===== src/ppf_pkg.sv =====
`default_nettype none
package ppf_pkg;
    localparam int PIX_W    = 10;
    localparam int KER_PIX  = 8;
    localparam int MRG_PIX  = 16;
    localparam int ROW_W    = 11;
    localparam int CNT_W    = 16;
    localparam int FIFO_DEPTH = 8;

    // Line checksum x^10+x^9+x^6+x^3+x^2+x+1, x^10 implicit
    localparam logic [PIX_W-1:0] CRC_POLY      = 10'h24F;
    localparam logic [PIX_W-1:0] CRC_SEED_ZERO = 10'h000;
    localparam logic [PIX_W-1:0] CRC_SEED_ONES = 10'h3FF;
    localparam logic [PIX_W-1:0] TRAIN_RST     = 10'h3A6;
    localparam logic [2:0]       IDX_LAST      = 3'h7;

    typedef enum logic [1:0] {
        SUB_NONE  = 2'h0,
        SUB_MONO  = 2'h1,
        SUB_COLOR = 2'h2
    } ppf_sub_t;

    // One kernel; without subsampling only pixels 0..7 are used
    typedef struct packed {
        logic [MRG_PIX*PIX_W-1:0] pix;
        logic                     odd;
        logic                     last;
    } ppf_kernel_t;

    typedef struct packed {
        logic [ROW_W-1:0] row;
        logic             win_a;
        logic             win_b;
        logic             black;
    } ppf_line_t;

    typedef struct packed {
        logic [ROW_W-1:0] a_first;
        logic [ROW_W-1:0] a_last;
        logic [ROW_W-1:0] b_first;
        logic [ROW_W-1:0] b_last;
    } ppf_geom_t;

    localparam int KER_W = $bits(ppf_kernel_t);
endpackage : ppf_pkg
`default_nettype wire


===== src/ppf_frame_out.sv =====
`timescale 1ns/100ps
`default_nettype none
module ppf_frame_out (
    input  wire logic                        ref_clk,
    input  wire logic                        rst_n,
    input  wire logic                        ce,
    input  wire logic                        pix_clk_pin,
    input  wire logic                        frame_start,
    input  wire logic [ppf_pkg::CNT_W-1:0]   frame_overhead_interval,
    input  wire logic [ppf_pkg::CNT_W-1:0]   row_overhead_interval,
    input  wire logic [ppf_pkg::ROW_W-1:0]   black_rows,
    input  wire ppf_pkg::ppf_geom_t          geom,
    input  wire logic                        win_b_en,
    input  wire logic                        black_row_frame_strobe_en,
    input  wire logic                        black_row_line_strobe_en,
    input  wire ppf_pkg::ppf_sub_t           sub_mode,
    input  wire logic                        crc_seed_ones,
    input  wire logic                        train_wr,
    input  wire logic [ppf_pkg::PIX_W-1:0]   train_word,
    input  wire logic                        kern_valid,
    output logic                             kern_ready,
    input  wire ppf_pkg::ppf_kernel_t        kern_data,
    output logic                             line_req_valid,
    output ppf_pkg::ppf_line_t               line_req,
    output logic                             pix_clk_out,
    output logic [ppf_pkg::PIX_W-1:0]        pix_data,
    output logic                             frame_valid,
    output logic                             line_valid,
    output logic                             busy
);
    typedef enum logic [5:0] {
        S_IDLE = 6'h01,
        S_FOT  = 6'h02,
        S_REQ  = 6'h04,
        S_PIX  = 6'h08,
        S_CRC  = 6'h10,
        S_ROT  = 6'h20
    } ppf_state_t;

    ////////////////////////////////////////////////////////////////////////
    // Helpers
    function automatic logic [ppf_pkg::PIX_W-1:0] crc_next(
        input logic [ppf_pkg::PIX_W-1:0] c,
        input logic [ppf_pkg::PIX_W-1:0] d);
        logic [ppf_pkg::PIX_W-1:0] r;
        logic                      fb;
        r = c;
        for (int i = ppf_pkg::PIX_W - 1; i >= 0; i--) begin
            fb = r[ppf_pkg::PIX_W-1] ^ d[i];
            r  = {r[ppf_pkg::PIX_W-2:0], 1'b0};
            if (fb) begin
                r = r ^ ppf_pkg::CRC_POLY;
            end
        end
        return r;
    endfunction : crc_next

    function automatic logic [3:0] pix_pos(
        input ppf_pkg::ppf_sub_t m,
        input logic              odd,
        input logic [2:0]        i);
        logic [3:0] p;
        p = {1'b0, i};
        if (m == ppf_pkg::SUB_MONO) begin
            p = {i, 1'b0};
        end else if (m == ppf_pkg::SUB_COLOR) begin
            p = {i[2:1], 1'b0, i[0]};
        end else if (odd) begin
            p = {1'b0, ppf_pkg::IDX_LAST - i};
        end
        return p;
    endfunction : pix_pos

    function automatic logic in_range(
        input logic [ppf_pkg::ROW_W-1:0] r,
        input logic [ppf_pkg::ROW_W-1:0] lo,
        input logic [ppf_pkg::ROW_W-1:0] hi);
        return (r >= lo) && (r <= hi);
    endfunction : in_range

    ////////////////////////////////////////////////////////////////////////
    // Link clock sampling
    logic pclk_s1_ff;
    logic pclk_s2_ff;
    logic pclk_s3_ff;
    logic tick;

    // Pin is asynchronous to ref_clk, hence two stages before use
    always_ff @(posedge ref_clk) begin
        if (!rst_n) begin
            pclk_s1_ff <= 1'b0;
            pclk_s2_ff <= 1'b0;
            pclk_s3_ff <= 1'b0;
        end else if (ce) begin
            pclk_s1_ff <= pix_clk_pin;
            pclk_s2_ff <= pclk_s1_ff;
            pclk_s3_ff <= pclk_s2_ff;
        end
    end

    assign tick = ce && pclk_s2_ff && !pclk_s3_ff;

    ////////////////////////////////////////////////////////////////////////
    // Kernel buffer
    ppf_pkg::ppf_kernel_t kern_q;
    logic                 kern_q_valid;
    logic                 pop;

    ppf_fifo #(
        .WIDTH (ppf_pkg::KER_W),
        .DEPTH (ppf_pkg::FIFO_DEPTH)
    ) u_fifo (
        .ref_clk   (ref_clk),
        .rst_n     (rst_n),
        .ce        (ce),
        .in_valid  (kern_valid),
        .in_ready  (kern_ready),
        .in_data   (kern_data),
        .out_valid (kern_q_valid),
        .out_ready (pop),
        .out_data  (kern_q)
    );

    ////////////////////////////////////////////////////////////////////////
    // Sequencer state
    ppf_state_t                  st_ff;
    logic                        start_pend_ff;
    logic [ppf_pkg::CNT_W-1:0]   cnt_ff;
    logic [ppf_pkg::ROW_W-1:0]   black_left_ff;
    logic [ppf_pkg::ROW_W-1:0]   row_ff;
    logic [2:0]                  idx_ff;
    logic [ppf_pkg::PIX_W-1:0]   crc_ff;
    logic [ppf_pkg::PIX_W-1:0]   train_ff;
    logic                        blk_line_ff;
    logic                        last_line_ff;
    logic                        lv_cover_ff;
    logic                        pix_ok;
    logic                        in_a;
    logic                        in_b;
    logic                        is_black;
    logic                        issue;
    logic                        fv_cover;
    logic [ppf_pkg::ROW_W-1:0]   first_row;
    logic [ppf_pkg::ROW_W-1:0]   end_row;
    logic [3:0]                  pos;
    logic [ppf_pkg::PIX_W-1:0]   cur_pix;
    logic [ppf_pkg::PIX_W-1:0]   seed;

    assign first_row = (win_b_en && geom.b_first < geom.a_first)
                     ? geom.b_first : geom.a_first;
    assign end_row   = (win_b_en && geom.b_last > geom.a_last)
                     ? geom.b_last : geom.a_last;
    assign in_a      = in_range(row_ff, geom.a_first, geom.a_last);
    assign in_b      = win_b_en && in_range(row_ff, geom.b_first, geom.b_last);
    assign is_black  = (black_left_ff != '0);
    assign issue     = tick && (st_ff == S_REQ)
                     && (is_black || (row_ff <= end_row && (in_a || in_b)));
    assign fv_cover  = is_black ? black_row_frame_strobe_en : 1'b1;
    assign seed      = crc_seed_ones ? ppf_pkg::CRC_SEED_ONES
                                     : ppf_pkg::CRC_SEED_ZERO;
    assign pix_ok    = tick && (st_ff == S_PIX) && kern_q_valid;
    assign pos       = pix_pos(sub_mode, kern_q.odd, idx_ff);
    assign cur_pix   = kern_q.pix[pos*ppf_pkg::PIX_W +: ppf_pkg::PIX_W];
    // one kernel leaves after its eighth word
    assign pop       = pix_ok && (idx_ff == ppf_pkg::IDX_LAST);

    always_ff @(posedge ref_clk) begin
        if (!rst_n) begin
            start_pend_ff <= 1'b0;
        end else if (ce) begin
            if (frame_start) begin
                start_pend_ff <= 1'b1;
            end else if (tick && st_ff == S_IDLE) begin
                start_pend_ff <= 1'b0;
            end
        end
    end

    always_ff @(posedge ref_clk) begin
        if (!rst_n) begin
            train_ff <= ppf_pkg::TRAIN_RST;
        end else if (ce && train_wr) begin
            train_ff <= train_word;
        end
    end

    // frame overhead, then lines in row order
    always_ff @(posedge ref_clk) begin
        if (!rst_n) begin
            st_ff         <= S_IDLE;
            cnt_ff        <= '0;
            black_left_ff <= '0;
            row_ff        <= '0;
            idx_ff        <= '0;
        end else if (tick) begin
            unique case (st_ff)
                S_IDLE: if (start_pend_ff) begin
                    st_ff         <= S_FOT;
                    cnt_ff        <= frame_overhead_interval;
                    black_left_ff <= black_rows;
                    row_ff        <= first_row;
                end
                S_FOT: begin
                    if (cnt_ff == '0) begin
                        st_ff <= S_REQ;
                    end else begin
                        cnt_ff <= cnt_ff - 1'b1;
                    end
                end
                S_REQ: begin
                    idx_ff <= '0;
                    if (is_black) begin
                        black_left_ff <= black_left_ff - 1'b1;
                        st_ff         <= S_PIX;
                    end else if (row_ff > end_row) begin
                        st_ff <= S_IDLE;
                    end else begin
                        // Rows outside both windows are skipped
                        row_ff <= row_ff + 1'b1;
                        if (in_a || in_b) begin
                            st_ff <= S_PIX;
                        end
                    end
                end
                S_PIX: if (kern_q_valid) begin
                    idx_ff <= idx_ff + 1'b1;
                    if (pop && kern_q.last) begin
                        st_ff <= S_CRC;
                    end
                end
                S_CRC: begin
                    st_ff  <= S_ROT;
                    cnt_ff <= row_overhead_interval;
                end
                S_ROT: begin
                    if (cnt_ff == '0) begin
                        st_ff <= S_REQ;
                    end else begin
                        cnt_ff <= cnt_ff - 1'b1;
                    end
                end
            endcase
        end
    end

    // Per-line attributes latched at issue
    always_ff @(posedge ref_clk) begin
        if (!rst_n) begin
            blk_line_ff  <= 1'b0;
            last_line_ff <= 1'b0;
            lv_cover_ff  <= 1'b0;
        end else if (issue) begin
            blk_line_ff  <= is_black;
            last_line_ff <= !is_black && (row_ff == end_row);
            lv_cover_ff  <= is_black ? black_row_line_strobe_en : 1'b1;
        end
    end

    // seed at line start, pixel words only
    always_ff @(posedge ref_clk) begin
        if (!rst_n) begin
            crc_ff <= ppf_pkg::CRC_SEED_ZERO;
        end else if (issue) begin
            crc_ff <= seed;
        end else if (pix_ok) begin
            crc_ff <= crc_next(crc_ff, cur_pix);
        end
    end

    // Window request to the array side; never reaches the output
    always_ff @(posedge ref_clk) begin
        if (!rst_n) begin
            line_req_valid <= 1'b0;
            line_req       <= '0;
        end else if (ce) begin
            line_req_valid <= issue;
            if (issue) begin
                line_req.row   <= is_black ? '0 : row_ff;
                line_req.win_a <= !is_black && in_a;
                line_req.win_b <= !is_black && in_b;
                line_req.black <= is_black;
            end
        end
    end

    ////////////////////////////////////////////////////////////////////////
    // Output word and strobes
    // registered pins, strobes low in reset
    always_ff @(posedge ref_clk) begin
        if (!rst_n) begin
            pix_clk_out <= 1'b0;
            busy        <= 1'b0;
        end else if (ce) begin
            pix_clk_out <= pclk_s2_ff;
            busy        <= (st_ff != S_IDLE);
        end
    end

    // frame strobe spans first covered line to last checksum
    always_ff @(posedge ref_clk) begin
        if (!rst_n) begin
            frame_valid <= 1'b0;
        end else if (issue && fv_cover) begin
            frame_valid <= 1'b1;
        end else if (tick && st_ff == S_ROT && last_line_ff) begin
            // One word late, so the last checksum is still framed
            frame_valid <= 1'b0;
        end else if (tick && st_ff == S_IDLE) begin
            frame_valid <= 1'b0;
        end
    end

    always_ff @(posedge ref_clk) begin
        if (!rst_n) begin
            pix_data   <= ppf_pkg::TRAIN_RST;
            line_valid <= 1'b0;
        end else if (tick) begin
            // Buffer underrun drops the strobe rather than send stale data
            line_valid <= pix_ok && lv_cover_ff;
            if (pix_ok) begin
                pix_data <= cur_pix;
            end else if (st_ff == S_CRC) begin
                pix_data <= crc_ff;
            end else begin
                pix_data <= train_ff;
            end
        end
    end
endmodule : ppf_frame_out
`default_nettype wire


===== src/ppf_fifo.sv =====
`timescale 1ns/100ps
`default_nettype none
module ppf_fifo #(
    parameter int WIDTH = 8,
    parameter int DEPTH = 8
) (
    input  wire logic             ref_clk,
    input  wire logic             rst_n,
    input  wire logic             ce,
    input  wire logic             in_valid,
    output logic                  in_ready,
    input  wire logic [WIDTH-1:0] in_data,
    output logic                  out_valid,
    input  wire logic             out_ready,
    output logic [WIDTH-1:0]      out_data
);
    localparam int AW = $clog2(DEPTH);
    localparam logic [AW:0] FULL_CNT = (AW+1)'(DEPTH);

    logic [WIDTH-1:0] mem [DEPTH];
    logic [AW-1:0]    wr_ptr_ff;
    logic [AW-1:0]    rd_ptr_ff;
    logic [AW:0]      cnt_ff;
    logic             full_ff;
    logic             push;
    logic             pop;
    logic [AW:0]      nxt_cnt;

    assign push      = ce && in_valid && !full_ff;
    assign pop       = ce && out_ready && (cnt_ff != '0);
    assign out_valid = (cnt_ff != '0);
    assign out_data  = mem[rd_ptr_ff];
    assign nxt_cnt   = cnt_ff + (AW+1)'(push) - (AW+1)'(pop);

    always_ff @(posedge ref_clk) begin
        if (push) begin
            mem[wr_ptr_ff] <= in_data;
        end
    end

    // Full is a flop so push is gated without a long path
    always_ff @(posedge ref_clk) begin
        if (!rst_n) begin
            wr_ptr_ff <= '0;
            rd_ptr_ff <= '0;
            cnt_ff    <= '0;
            full_ff   <= 1'b0;
            in_ready  <= 1'b1;
        end else begin
            if (push) begin
                wr_ptr_ff <= AW'((wr_ptr_ff + 1'b1) % DEPTH);
            end
            if (pop) begin
                rd_ptr_ff <= AW'((rd_ptr_ff + 1'b1) % DEPTH);
            end
            cnt_ff  <= nxt_cnt;
            full_ff <= (nxt_cnt == FULL_CNT);
            // Ready is its own flop so the port leaves a register
            in_ready <= (nxt_cnt != FULL_CNT);
        end
    end
endmodule : ppf_fifo
`default_nettype wire


===== config.mk =====
export PLATFORM = sky130hd
export DESIGN_NAME = ppf_frame_out
export DESIGN_NICKNAME = d
export VERILOG_FILES = /design/src/ppf_pkg.sv /design/src/ppf_frame_out.sv /design/src/ppf_fifo.sv
export SDC_FILE = /design/constraint.sdc
export NUM_CORES = 2
export LEC_CHECK = 0
export BUFFER_PORTS_ARGS = -buffer_cell sky130_fd_sc_hd__buf_2
export CAP_MARGIN = 10
export CORE_MARGIN = 4
export CORE_UTILIZATION = 63
export CTS_BUF_LIST = sky130_fd_sc_hd__clkbuf_8
export DETAILED_ROUTE_END_ITERATION = 8
export MAX_ROUTING_LAYER = met4
export PLACE_DENSITY_LB_ADDON = 0.12
export SLEW_MARGIN = 40
export SYNTH_ARGS = -nofsm -noshare
export SYNTH_HDL_FRONTEND = slang
export SYNTH_SLANG_ARGS = --single-unit

===== constraint.sdc =====
create_clock -name ref_clk -period 13.4 [get_ports ref_clk]
set_input_delay 0 -clock ref_clk [delete_from_list [all_inputs] [get_ports ref_clk]]
set_output_delay 0 -clock ref_clk [all_outputs]
set_load 0.1 [all_outputs]

==> qor.txt <==
outcome -> complete, no violations
antenna-violating nets left -> 0
WP data required -> 14.21 ns
sequential area share after synthesis -> 70.0%
final wirelength -> 147,000 um
Initial Util -> 63.9%
Post-route DRC -> 0
HP Start -> kern_data[58]
Pre-antenna DRT Iters -> 6
period utilization -> 52.6%
gate count of the mapped netlist -> 3,252
initial antenna violation count -> 19
routed length per instance -> 26.9 um
gr ovfl total -> 0
Reg2Reg Capture Point -> crc_ff[5]
most frequent cells in the layout -> edfxtp_1, dlygate4sd3_1, mux4_2, buf_2, nand2_1
DR iter-0 viols -> 4,264
Cell Int Power -> 6480 uW
CP dominant cell by count -> o21a_1
Reg2Reg Depth -> 15
register share of total power -> 55.9%
fin crit period -> 7.05 ns
Post-Syn Nets -> 3,613
max layer used -> met4
Gate power share -> 7.9%
Clock Sinks -> 1,360
port bufs -> 295
Clock Latency Late Sink -> 0.88 ns
most common cell after layout, fill and taps aside -> edfxtp_1
Hold WC Path Type -> in -> reg
dominant synthesized flop cell -> edfxtp_1
first-pass GRT wire length -> 220,000 um
Sw Pwr -> 1970 uW
post-cts hold buffer count -> 450
clock power share -> 36.2%
Post-synth EDFFs -> 1,244
fin. max-slew vios -> 0
CP startpoint -> geom[23]
P&R area growth vs syn -> 19.8%
I/O pins -> 302
CP max stage delay -> 0.69 ns
layout cell share with drive strength beyond 1 -> 23.8%
H-tree depth reported by CTS -> 4
DR WL met2 -> 72,000 um
Critical Path AT -> 7.85 ns
# resized after CTS -> 0
Net Sw Frac -> 23.3%
fmax -> 0.142 GHz
Hold Fails Final Rpt -> 0
synthesized flop and latch total -> 1,360
Slowest cell on crit path -> and3_1
CTS tree -> built
WHS Path Cells -> 2
crit path kind -> in -> reg
synthesized cell area -> 56,700 um2
Rel. slew slack -> 38.5%
highest net fanout along the worst path -> 19
Root Driver -> clkbuf_8
Async SR Flop Fraction -> 0%
wl on met1 -> 54,800 um
peak supply drop -> 136 uV
gr usage total -> 32.5%
vias -> 34,312
post-CTS setup repair buffer count -> 0
Nets -> 4,468
Syn Area/Cell -> 17.4 um2
number of vias per cell -> 6.29
r2r setup slk -> 6.53 ns
number of buffers created by CTS -> 207
Die Ht -> 308 um
final hold slack -> 0.0421 ns
total negative slack -> 0 ns
Max-Cap Viols -> 0
Post-DP HPWL -> 87,400 um
Post-Place Setup Slack -> 6.99 ns
pwr dens -> 124 nW/um2
clock skew -> 0.0273 ns
Slew @ Worst Pin -> 0.916 ns
Core ar. -> 88,800 um2
Final setup violation count -> 0
unrepaired setup endpoints after global routing -> false
die width -> 308 um
Pleak -> 0.0232 uW
Reg clk slew, reported paths -> 0.06 ns
Ys Warns -> 0
Final GP Congestion -> 0.892
Hold Path Sink -> u_fifo.mem[3][58]
vias in the first global route -> 35,419
die footprint -> 94,900 um2
clock buffer depth -> 3
largest net degree at the start of global routing -> 111
Cell variety after synth -> 93
worst setup slack after layout -> 6.35 ns
kind of start point of the critical path -> input pin
routed length on met3 -> 14,300 um
Setup crit end kind -> flip-flop
# rows -> 109
## Yosys cell counts, drive strengths merged (12+ instances only)
cell / instances / area (um2)
nand2b: 18 / 113
nor2: 132 / 498
nand3: 88 / 440
inv: 64 / 240
a21oi: 125 / 637
xor2: 18 / 188
a21o: 12 / 90.1
and3: 14 / 87.6
clkbuf: 91 / 342
a211oi: 34 / 260
o21ai: 93 / 465
xnor2: 34 / 362
o211ai: 19 / 148
edfxtp: 1244 / 37400
nand4: 29 / 181
dfxtp: 116 / 2320
nor4: 23 / 156
a22o: 12 / 105
mux2: 12 / 143
mux2i: 87 / 887
o21a: 22 / 165
nand2: 242 / 918
nor2b: 15 / 93.8
nor3: 40 / 211
ha: 88 / 1100
a221oi: 15 / 138
buf: 84 / 562
mux4: 317 / 7140
o22ai: 23 / 150
a22oi: 20 / 150
## worst max-delay path, delay by kind of cell
family / cells / cell delay, ns
simple gates: 8 / 1.42
compound gates: 17 / 2.82
buf+inv: 8 / 2.89
fa+ha+maj: 2 / 0.61
mux: 1 / 0.13
## kinds of logic after synthesis
| logic type | Yosys count | share of synthesized area [%] |
|---|---|---|
| compound gates | 451 | 5.31 |
| xor+xnor | 53 | 1.01 |
| fa+ha+maj | 89 | 1.98 |
| buf+inv | 239 | 2.02 |
| flops | 1360 | 70.0 |
| mux | 416 | 14.4 |
| simple gates | 644 | 5.31 |
## how the worst max path moves through the flow
stage / slack (ns) / endpoint / cells after the start
floorplan: 1.28 / u_fifo.mem[0][0] / 4
global placement: 6.83 / crc_ff[2] / 32
detailed placement: 6.99 / crc_ff[6] / 14
CTS: 6.42 / crc_ff[5] / 36
global route: 5.89 / crc_ff[5] / 36
finish: 6.35 / crc_ff[5] / 36
## sequential cells by signal, summed over array words and instances, names as in the netlist, 3 cells and up, named ones only
register          flops
pix_data             10
u_fifo.rd_ptr_ff      3
black_left_ff        11
st_ff                 6
crc_ff               10
cnt_ff               16
idx_ff                3
row_ff               11
u_fifo.wr_ptr_ff      3
train_ff             10
u_fifo.cnt_ff         4
u_fifo.mem         1244
line_req             14
## routing by layer
layer | global-route usage, % | vias up
met3 | 7.38 | 308
li1 | - | 14934
met4 | 12.3 | 0
met1 | 42.3 | 17270
met2 | 51.0 | 1800
met5 | - | -
## power groups by stage
stage / Sequential [uW] / Clock [uW] / Combinational (uW)
3_3_place_gp: 4800 / 0 / 527
3_5_place_dp: 4810 / 0 / 543
6_report: 4720 / 3060 / 664
5_1_grt: 4720 / 3330 / 712
2_1_floorplan: 4840 / 0 / 316
4_1_cts: 4720 / 3090 / 655
## per-stage QoR
| stage | utilization (%) | total power [uW] | std cells | instance area [um2] |
|---|---|---|---|---|
| 6_report | 76.5 | 8450 | 5452 | 67900 |
| 5_1_grt | 76.5 | 8760 | 5452 | 67900 |
| 4_1_cts | 76.3 | 8470 | 5431 | 67800 |
| 3_5_place_dp | 67.1 | 5350 | 4610 | 59600 |
| 3_3_place_gp | 66.9 | 5330 | 4603 | 59400 |
| 2_1_floorplan | - | 5150 | 3252 | 56700 |
## cell type report
type / count / area (um2)
Fill cell: 5005 / 20900
Clock buffer: 213 / 2930
Timing Repair Buffer: 821 / 6760
Antenna cell: 18 / 45.0
Clock inverter: 158 / 739
Inverter: 64 / 240
Multi-Input combinational cell: 1653 / 16000
Sequential cell: 1360 / 39700
Tap cell: 1165 / 1460
Power figures use the tool's default switching activity.
